[config.mk]
export PLATFORM = sky130hd
export DESIGN_NAME = cssao_top
export DESIGN_NICKNAME = d
export VERILOG_FILES = /design/src/include/cssao_pkg.sv /design/src/verilog/cssao_top.sv /design/src/verilog/cssao_sync.sv
export SDC_FILE = /design/constraint.sdc
export NUM_CORES = 1
export LEC_CHECK = 0
export BUFFER_PORTS_ARGS = -buffer_cell sky130_fd_sc_hd__buf_2
export CAP_MARGIN = 10
export CORE_MARGIN = 4
export CORE_UTILIZATION = 48
export CTS_BUF_LIST = sky130_fd_sc_hd__clkbuf_8 sky130_fd_sc_hd__clkbuf_16
export DETAILED_ROUTE_END_ITERATION = 16
export PLACE_DENSITY = 0.78
export SETUP_SLACK_MARGIN = 0.15
export SYNTH_ARGS = -nofsm -noshare
export SYNTH_HDL_FRONTEND = slang
export SYNTH_SLANG_ARGS = --single-unit
[constraint.sdc]
create_clock -name pclk -period 2 [get_ports pclk]
set_input_delay 0.4 -clock pclk [delete_from_list [all_inputs] [get_ports pclk]]
set_output_delay 0.4 -clock pclk [all_outputs]
set_load 0.01 [all_outputs]
[src/include/cssao_pkg.sv]
// Shared constants and types for the clock source select and debug output block
package cssao_pkg;

   // Bus geometry
   localparam int ADDR_W = 16;
   localparam int DATA_W = 32;

   // Register indices; byte address is four times the index
   localparam logic [15:0] REG_IDX_SLEW = 16'h1C16;
   localparam logic [15:0] REG_IDX_SRC = 16'h1C24;
   localparam logic [15:0] REG_IDX_STAT3 = 16'h1C25;
   localparam logic [15:0] REG_IDX_BOOT = 16'h1C26;

   // Field positions and widths
   localparam int SRC_LSB = 0;
   localparam int SRC_W = 2;
   localparam int DBG_OFF_BIT = 0;
   localparam int BOOT_STRAP_BIT = 0;
   localparam int BOOT_BYPASS_BIT = 1;
   localparam int BOOT_DONE_BIT = 2;
   localparam int BOOT_OE_BIT = 3;
   localparam int SPI_DIV_LSB = 16;
   localparam int I2C_DIV_LSB = 24;
   localparam int DIV_W = 8;
   localparam int SLEW_W = 16;

   // Reset values
   localparam logic [1:0] SRC_RST = 2'h0;
   localparam logic DBG_OFF_RST = 1'b0;
   localparam logic [15:0] SLEW_RST = 16'h0000;
   localparam logic [7:0] DIV_RST = 8'h01;

   // Debug output source codes
   localparam logic [1:0] SRC_SYSCLK = 2'h0;
   localparam logic [1:0] SRC_PLL = 2'h1;
   localparam logic [1:0] SRC_REF = 2'h2;
   localparam logic [1:0] SRC_OSC = 2'h3;

   // Boot timing and assumed boot reference rates
   localparam logic [4:0] BOOT_START_CYCLES = 5'h10;
   localparam int BOOT_REF_11M_HZ = 11_289_600;
   localparam int BOOT_REF_12M_HZ = 12_000_000;
   localparam int BOOT_REF_12M288_HZ = 12_288_000;
   localparam int SPI_RATE_HZ = 500_000;
   localparam int I2C_RATE_HZ = 400_000;

   // Boot sequence states
   typedef enum logic [1:0] {BOOT_WAIT, BOOT_START, BOOT_DONE} cssao_boot_type;

   // APB request as seen by the slave
   typedef struct packed {
      logic psel;
      logic penable;
      logic pwrite;
      logic [ADDR_W-1:0] paddr;
      logic [DATA_W-1:0] pwdata;
   } cssao_apb_req_type;

   // Clock taps and strap arriving from outside the pclk domain
   typedef struct packed {
      logic strap;
      logic osc_32k;
      logic ext_ref;
      logic pll_out;
      logic sys_clk;
   } cssao_clk_in_type;

endpackage

[src/verilog/cssao_top.sv]
// Clock source select, boot clock setup and debug clock output with APB registers
//
// Overview of operation
// RULE1: Debug clock pin carries the internal clock chosen by the source-select field.
// RULE2: Clock-off bit disables the debug clock pin; disabled means high impedance.
// RULE3: Pin driven after reset; boot start sets clock-off to one.
// RULE4: Strap low: 32 kHz oscillator feeds timer and generator; external clock ignored.
// RULE5: Strap high: external clock feeds generator; oscillator feeds only the timer.
// RULE6: Board holds the strap fixed; it never changes during operation.
// RULE7: External clock selected: boot bypasses PLL, assuming 11.2896, 12 or 12.288 MHz.
// RULE8: Boot sets serial interface clock to 500 kHz, two-wire clock to 400 kHz. Code loads the dividers only with strap high; strap low leaves both at 1.
`timescale 1ns/1ps
module cssao_top
   import cssao_pkg::*;
#(
   parameter int BOOT_REF_HZ = BOOT_REF_12M_HZ
) (
   input wire logic pclk,
   input wire logic presetn,
   input wire cssao_apb_req_type apb_req,
   output logic [DATA_W-1:0] prdata,
   output logic pready,
   output logic pslverr,
   input wire cssao_clk_in_type clk_in,
   output logic debug_clock_output,
   output logic debug_clock_output_oe,
   output logic gen_ref_clk,
   output logic rtc_clk,
   output logic pll_bypass,
   output logic [DIV_W-1:0] spi_clk_div,
   output logic [DIV_W-1:0] i2c_clk_div,
   output logic [SLEW_W-1:0] output_slew_rate_control
);

   // Dividers round up so the boot rates are never exceeded
   localparam logic [DIV_W-1:0] SPI_DIV =
      DIV_W'((BOOT_REF_HZ + SPI_RATE_HZ - 1) / SPI_RATE_HZ);
   localparam logic [DIV_W-1:0] I2C_DIV =
      DIV_W'((BOOT_REF_HZ + I2C_RATE_HZ - 1) / I2C_RATE_HZ);

   typedef struct packed {
      cssao_boot_type boot;
      logic [4:0] cnt;
      logic [1:0] src;
      logic dbg_off;
      logic [SLEW_W-1:0] slew;
      logic strap;
      logic bypass;
      logic [DIV_W-1:0] spi_div;
      logic [DIV_W-1:0] i2c_div;
      logic pready;
      logic pslverr;
      logic [DATA_W-1:0] prdata;
      logic dbg_out;
      logic dbg_oe;
      logic gen_ref;
      logic rtc;
   } cssao_state_type;

   localparam cssao_state_type STATE_RST = '{
      boot: BOOT_WAIT, cnt: 5'h00, src: SRC_RST, dbg_off: DBG_OFF_RST,
      slew: SLEW_RST, strap: 1'b0, bypass: 1'b0, spi_div: DIV_RST,
      i2c_div: DIV_RST, pready: 1'b0, pslverr: 1'b0, prdata: 32'h00000000,
      dbg_out: 1'b0, dbg_oe: 1'b1, gen_ref: 1'b0, rtc: 1'b0};

   // Address decode shared by read mux and write strobes
   function automatic logic reg_hit(input logic [ADDR_W-1:0] addr, input logic [15:0] idx);
      reg_hit = (addr == {idx[13:0], 2'b00});
   endfunction

   cssao_state_type r_reg;
   cssao_state_type r_next;
   cssao_clk_in_type pin_s;
   logic sel_val;
   logic apb_setup;
   logic apb_access;
   logic mapped;

   // Every pin, including the strap, is resynchronised before use
   cssao_sync #(
      .W($bits(cssao_clk_in_type))
   ) u_sync (
      .pclk(pclk),
      .presetn(presetn),
      .d(clk_in),
      .q(pin_s)
   );

   // Tap mux for the debug pin; taps faster than pclk/2 alias, debug use only
   always_comb begin
      unique case (r_reg.src)
         SRC_SYSCLK: sel_val = pin_s.sys_clk;
         SRC_PLL: sel_val = pin_s.pll_out;
         SRC_REF: sel_val = r_reg.gen_ref;
         SRC_OSC: sel_val = pin_s.osc_32k;
      endcase
   end

   assign apb_setup = apb_req.psel & ~apb_req.penable;
   assign apb_access = apb_req.psel & apb_req.penable & r_reg.pready;
   assign mapped = reg_hit(apb_req.paddr, REG_IDX_SLEW) | reg_hit(apb_req.paddr, REG_IDX_SRC)
      | reg_hit(apb_req.paddr, REG_IDX_STAT3) | reg_hit(apb_req.paddr, REG_IDX_BOOT);

   // Next state: bus slave, boot sequence, clock routing
   always_comb begin
      r_next = r_reg;
      // Ready one cycle after setup: fixed single wait-free access phase
      r_next.pready = apb_setup;
      if (apb_setup) begin
         r_next.pslverr = ~mapped;
         r_next.prdata = 32'h00000000;
         if (reg_hit(apb_req.paddr, REG_IDX_SLEW)) begin
            r_next.prdata[SLEW_W-1:0] = r_reg.slew;
         end
         if (reg_hit(apb_req.paddr, REG_IDX_SRC)) begin
            r_next.prdata[SRC_LSB +: SRC_W] = r_reg.src;
         end
         if (reg_hit(apb_req.paddr, REG_IDX_STAT3)) begin
            r_next.prdata[DBG_OFF_BIT] = r_reg.dbg_off;
         end
         if (reg_hit(apb_req.paddr, REG_IDX_BOOT)) begin
            r_next.prdata[BOOT_STRAP_BIT] = r_reg.strap;
            r_next.prdata[BOOT_BYPASS_BIT] = r_reg.bypass;
            r_next.prdata[BOOT_DONE_BIT] = (r_reg.boot == BOOT_DONE);
            r_next.prdata[BOOT_OE_BIT] = r_reg.dbg_oe;
            r_next.prdata[SPI_DIV_LSB +: DIV_W] = r_reg.spi_div;
            r_next.prdata[I2C_DIV_LSB +: DIV_W] = r_reg.i2c_div;
         end
      end
      // Software writes take effect only at the completing edge
      if (apb_access && apb_req.pwrite) begin
         if (reg_hit(apb_req.paddr, REG_IDX_SLEW)) begin
            r_next.slew = apb_req.pwdata[SLEW_W-1:0];
         end
         if (reg_hit(apb_req.paddr, REG_IDX_SRC)) begin
            r_next.src = apb_req.pwdata[SRC_LSB +: SRC_W]; // see RULE1
         end
         if (reg_hit(apb_req.paddr, REG_IDX_STAT3)) begin
            r_next.dbg_off = apb_req.pwdata[DBG_OFF_BIT]; // see RULE2
         end
      end
      // Boot sequence comes after the bus so its clock-off set wins a same-cycle clear
      unique case (r_reg.boot)
         BOOT_WAIT: begin
            if (r_reg.cnt == BOOT_START_CYCLES - 5'h01) begin
               r_next.boot = BOOT_START;
            end else begin
               r_next.cnt = r_reg.cnt + 5'h01;
            end
         end
         BOOT_START: begin
            r_next.dbg_off = 1'b1; // see RULE3
            // Strap is caught once; it is assumed never to move afterwards
            r_next.strap = pin_s.strap; // see RULE6
            r_next.bypass = pin_s.strap; // see RULE7
            if (pin_s.strap) begin
               r_next.spi_div = SPI_DIV; // see RULE8
               r_next.i2c_div = I2C_DIV; // see RULE8
            end
            r_next.boot = BOOT_DONE;
         end
         BOOT_DONE: begin
            r_next.boot = BOOT_DONE;
         end
         default: begin
            r_next.boot = BOOT_DONE;
         end
      endcase
      // Clock routing; external input unused while strap is low
      r_next.gen_ref = r_reg.strap ? pin_s.ext_ref : pin_s.osc_32k; // see RULE4 see RULE5
      r_next.rtc = pin_s.osc_32k; // see RULE5
      r_next.dbg_out = sel_val; // see RULE1
      r_next.dbg_oe = ~r_reg.dbg_off; // see RULE2
   end

   always_ff @(posedge pclk or negedge presetn) begin
      if (!presetn) begin
         r_reg <= STATE_RST;
      end else begin
         r_reg <= r_next;
      end
   end

   // All outputs straight from the state register
   assign prdata = r_reg.prdata;
   assign pready = r_reg.pready;
   assign pslverr = r_reg.pslverr;
   assign debug_clock_output = r_reg.dbg_out;
   assign debug_clock_output_oe = r_reg.dbg_oe;
   assign gen_ref_clk = r_reg.gen_ref;
   assign rtc_clk = r_reg.rtc;
   assign pll_bypass = r_reg.bypass;
   assign spi_clk_div = r_reg.spi_div;
   assign i2c_clk_div = r_reg.i2c_div;
   assign output_slew_rate_control = r_reg.slew;
endmodule // cssao_top

[src/verilog/cssao_sync.sv]
// Two-stage synchroniser for pins entering the pclk domain
`timescale 1ns/1ps
module cssao_sync #(
   parameter int W = 1
) (
   input wire logic pclk,
   input wire logic presetn,
   input wire logic [W-1:0] d,
   output logic [W-1:0] q
);

   typedef struct packed {
      logic [W-1:0] stage1;
      logic [W-1:0] stage2;
   } cssao_sync_state_type;

   cssao_sync_state_type r_reg;
   cssao_sync_state_type r_next;

   // First stage feeds only the second stage
   always_comb begin
      r_next = r_reg;
      r_next.stage1 = d;
      r_next.stage2 = r_reg.stage1;
   end

   always_ff @(posedge pclk or negedge presetn) begin
      if (!presetn) begin
         r_reg <= '0;
      end else begin
         r_reg <= r_next;
      end
   end

   assign q = r_reg.stage2;

endmodule // cssao_sync

==> Flow_metrics.wiki <==
{| class="wikitable"
! Metric !! Value
|-
| Outcome || complete, no violations
|-
| Starting DRT DRC Count || 130
|-
| Cell-by-cell listing of the critical path || buf_6, or4_4, or4_4, nor3_4, mux2_4
|-
| Fin Setup TNS || 0 ns
|-
| Post-CTS clock slew at the launch and capture registers of the worst setup and hold paths || 0.07 ns
|-
| Clock insertion delay at the later pin of the skew report || 0.32 ns
|-
| DRT antenna net count || 0
|-
| Worst relative slew slack || 65.4%
|-
| Net count reported at finish || 391
|-
| Antenna violations before repair || 0
|-
| Total power per unit cell area || 737 mW/mm2
|-
| Measured slew at the worst slew-check pin || 0.515 ns
|-
| Worst Clk Skew || 0.00606 ns
|-
| Count of input and output buffers || 96
|-
| Fin crit period || 1.89 ns
|-
| Top library cells by usage in the layout, fill and taps aside || sky130_fd_sc_hd__buf_2 (95), sky130_fd_sc_hd__dfrtp_1 (61), sky130_fd_sc_hd__nand2_1 (35)
|-
| Crit path to || r_reg[74]
|-
| Area delta synth->final || 19.1%
|-
| Flip-flop count of the largest register, all copies and words added || 18
|-
| Critical Path Start Type || input pin
|-
| Final HPWL from detailed placement || 4330 um
|-
| Vias after detailed routing || 2004
|-
| Die width || 86.9 um
|-
| Path depth of the worst reg2reg path || 5
|-
| Cell type with the highest occurrence count on the critical path || sky130_fd_sc_hd__or4_4
|-
| Sequential-to-total area share from yosys stat || 52.8%
|-
| Row Count || 28
|-
| Path type of the worst setup path || input pin to register
|-
| Average instance area after synthesis || 11.5 um2
|-
| Endpoint type of the worst setup path || register
|-
| Setup repair after global routing missed its margin || true
|-
| Post-synth top area cell || sky130_fd_sc_hd__dfrtp_1
|-
| CP Launch Point || apb_req[42]
|-
| Filler Cell Count || 483
|-
| Antenna cells || 0
|-
| Most common cell after layout, fill and taps aside || sky130_fd_sc_hd__buf_2
|-
| Yosys warning count || 0
|-
| Wire length per cell || 14.3 um
|-
| Core area || 0.00599 mm2
|-
| Leftover overflow at the end of global routing || 0
|-
| Design Power || 2.62 mW
|-
| Async S/R FF share, synth || 100%
|-
| Post-synthesis instance area || 0.00299 mm2
|-
| Final Hold Viols || 0
|-
| Largest net degree at the start of global routing || 48
|-
| Number of distinct library cells after synthesis || 44
|-
| WP data arrival || 2.10 ns
|-
| Slowest Stage Delay on Critical Path || 0.54 ns
|-
| Start of the worst register-to-register path || r_reg[75]
|-
| Global-route wire length before repair || 9540 um
|-
| Worst-case register-to-register setup slack || 0.27 ns
|-
| Number of cells produced by synthesis || 259
|-
| Global placement routability congestion || 0.787
|-
| Minimum setup slack after placement || -0.241 ns
|-
| Crit path buffers/inverters || 1
|-
| Leakage component of the power || 1.97 nW
|-
| Crit path max-delay family || simple AND/OR/NAND/NOR gates
|-
| Share of cells above drive strength 1 || 49.4%
|-
| Crit path required time || 2.21 ns
|-
| Maximum buffer depth of the clock tree || 2
|-
| CP max FO || 2
|-
| Reg-to-Reg End || r_reg[76]
|-
| Area share of the leading cell type in the synthesized netlist || 51.1%
|-
| Total wire length || 5880 um
|-
| Crit share post-route || 94.6%
|-
| Deepest level of the CTS H-tree || 3
|-
| Number of pins with negative max-slew slack in the final report || 0
|-
| Die Height || 86.9 um
|-
| Aggregate global-route resource usage || 16.4%
|-
| Post-route DRC || 0
|-
| Initial Util || 49.9%
|-
| Post-synth EDFFs || 0
|-
| CTS sink count || 63
|-
| Type of the most critical hold path || input pin to register
|-
| Number of iterations in the first detailed-routing pass || 4
|-
| Cell type of the slowest stage on the worst timing path || sky130_fd_sc_hd__or4_4
|-
| Top cells by area, synth || sky130_fd_sc_hd__dfrtp_1 (51%), sky130_fd_sc_hd__buf_4 (16%), sky130_fd_sc_hd__mux2_4 (5.0%)
|-
| Vias in the first global route || 2002
|-
| Number of clock buffers inserted by TritonCTS || 9
|-
| Depth of the critical timing path with buffers and inverters included || 5
|-
| Clock tree from TritonCTS || built
|-
| Fmax || 529 MHz
|-
| Min setup slack post-route || 0.109 ns
|-
| Count of state elements after synthesis || 63
|-
| DIE AREA || 0.00755 mm2
|-
| Buffer cell driving the clock tree root || sky130_fd_sc_hd__clkbuf_8
|-
| VDD IR-drop max || 0.000477 V
|-
| Number of placed I/O pins || 129
|-
| Primary FF master, synth || sky130_fd_sc_hd__dfrtp_1
|-
| Final Setup Violations || 0
|-
| Max capacitance violation total || 0
|-
| Vias/cell || 4.88
|}
cell families after synthesis:
kind of cell / synth area share (%)
other: 0.125
xor gates and xnor gates: 0.879
AOI/OAI and AO/OA: 3.10
DFF: 52.8
buffers and inverters: 17.8
muxes: 9.54
and+or+nand+nor: 14.9
adders and majority gates: 0.837
worst min-delay path by stage:
stage	slack (ns)	from	cells after the start	endpoint
finish	0.18	clk_in[4]	1	u_sync.r_next[4]
global route	0.16	clk_in[0]	1	u_sync.r_next[0]
CTS	0.15	clk_in[4]	1	u_sync.r_next[4]
detailed placement	0.34	u_sync.r_next[1]	0	u_sync.q[1]
global placement	0.33	u_sync.r_next[0]	0	u_sync.q[0]
floorplan	0.10	presetn	0	debug_clock_output
final cells by class:
class                      instances  area (um2)  share of cell area [%]
sequential                        63        1580                    44.4
clock inverter                     4        52.6                    1.48
inverter                           6        22.5                   0.633
clock buffer                      12         165                    4.64
timing repair buffer             116         668                    18.8
tap                               75        93.8                    2.64
multi-input combinational        135         978                    27.5
metal layers:
| layer | track usage [%] | share of wire, % | up-vias |
|---|---|---|---|
| met5 | 0 | 0 | - |
| met4 | 8.92 | 2.6 | 0 |
| met3 | 4.26 | 8.1 | 18 |
| met2 | 26.3 | 49 | 94 |
| met1 | 20.3 | 41 | 956 |
| li1 | - | - | 936 |
power by group:
| part | leakage [nW] | internal (mW) | switching, mW | total, mW |
|---|---|---|---|---|
| sequential | 0.801 | 1.30 | 0.0113 | 1.31 |
| clock | 0.101 | 0.677 | 0.477 | 1.15 |
| combinational | 1.06 | 0.0678 | 0.0955 | 0.163 |
worst register-to-register path, stage by stage, from the launching register on:
cell	delay (ns)
sky130_fd_sc_hd__dfrtp_1	0.41
sky130_fd_sc_hd__ha_1	0.22
sky130_fd_sc_hd__and3_1	0.19
sky130_fd_sc_hd__ha_1	0.20
sky130_fd_sc_hd__nor2_2	0.24
sky130_fd_sc_hd__mux2_2	0.37
timing repair:
item,in CTS,in global routing
setup buffers,1,2
pin swaps,3,1
gates resized for setup,3,4
hold buffers,1,0
setup endpoints to repair,2,17
endpoints found under the hold margin,16,0
synth_stat cells, types with 3 or more instances:
| cell type | n |
|---|---|
| sky130_fd_sc_hd__mux2_2 | 9 |
| sky130_fd_sc_hd__nand2_1 | 35 |
| sky130_fd_sc_hd__nand2b_1 | 3 |
| sky130_fd_sc_hd__nand4_1 | 3 |
| sky130_fd_sc_hd__clkbuf_1 | 5 |
| sky130_fd_sc_hd__mux2_4 | 10 |
| sky130_fd_sc_hd__nand3_1 | 16 |
| sky130_fd_sc_hd__a21oi_1 | 3 |
| sky130_fd_sc_hd__nor2_1 | 5 |
| sky130_fd_sc_hd__dfrtp_1 | 61 |
| sky130_fd_sc_hd__buf_4 | 64 |
| sky130_fd_sc_hd__inv_1 | 5 |
stage by stage:
| stage | hold slack [ns] | std cells | cell area [um2] | util (%) |
|---|---|---|---|---|
| after detailed placement | 0.338 | 391 | 3270 | 54.7 |
| after CTS | 0.153 | 409 | 3520 | 58.8 |
| after floorplan | 0.104 | 274 | 3060 | - |
| after global placement | 0.332 | 391 | 3270 | 54.7 |
| after global routing | 0.156 | 411 | 3560 | 59.4 |
| final | 0.175 | 411 | 3560 | 59.4 |
Note: power is estimated with default switching activity, not from simulation.
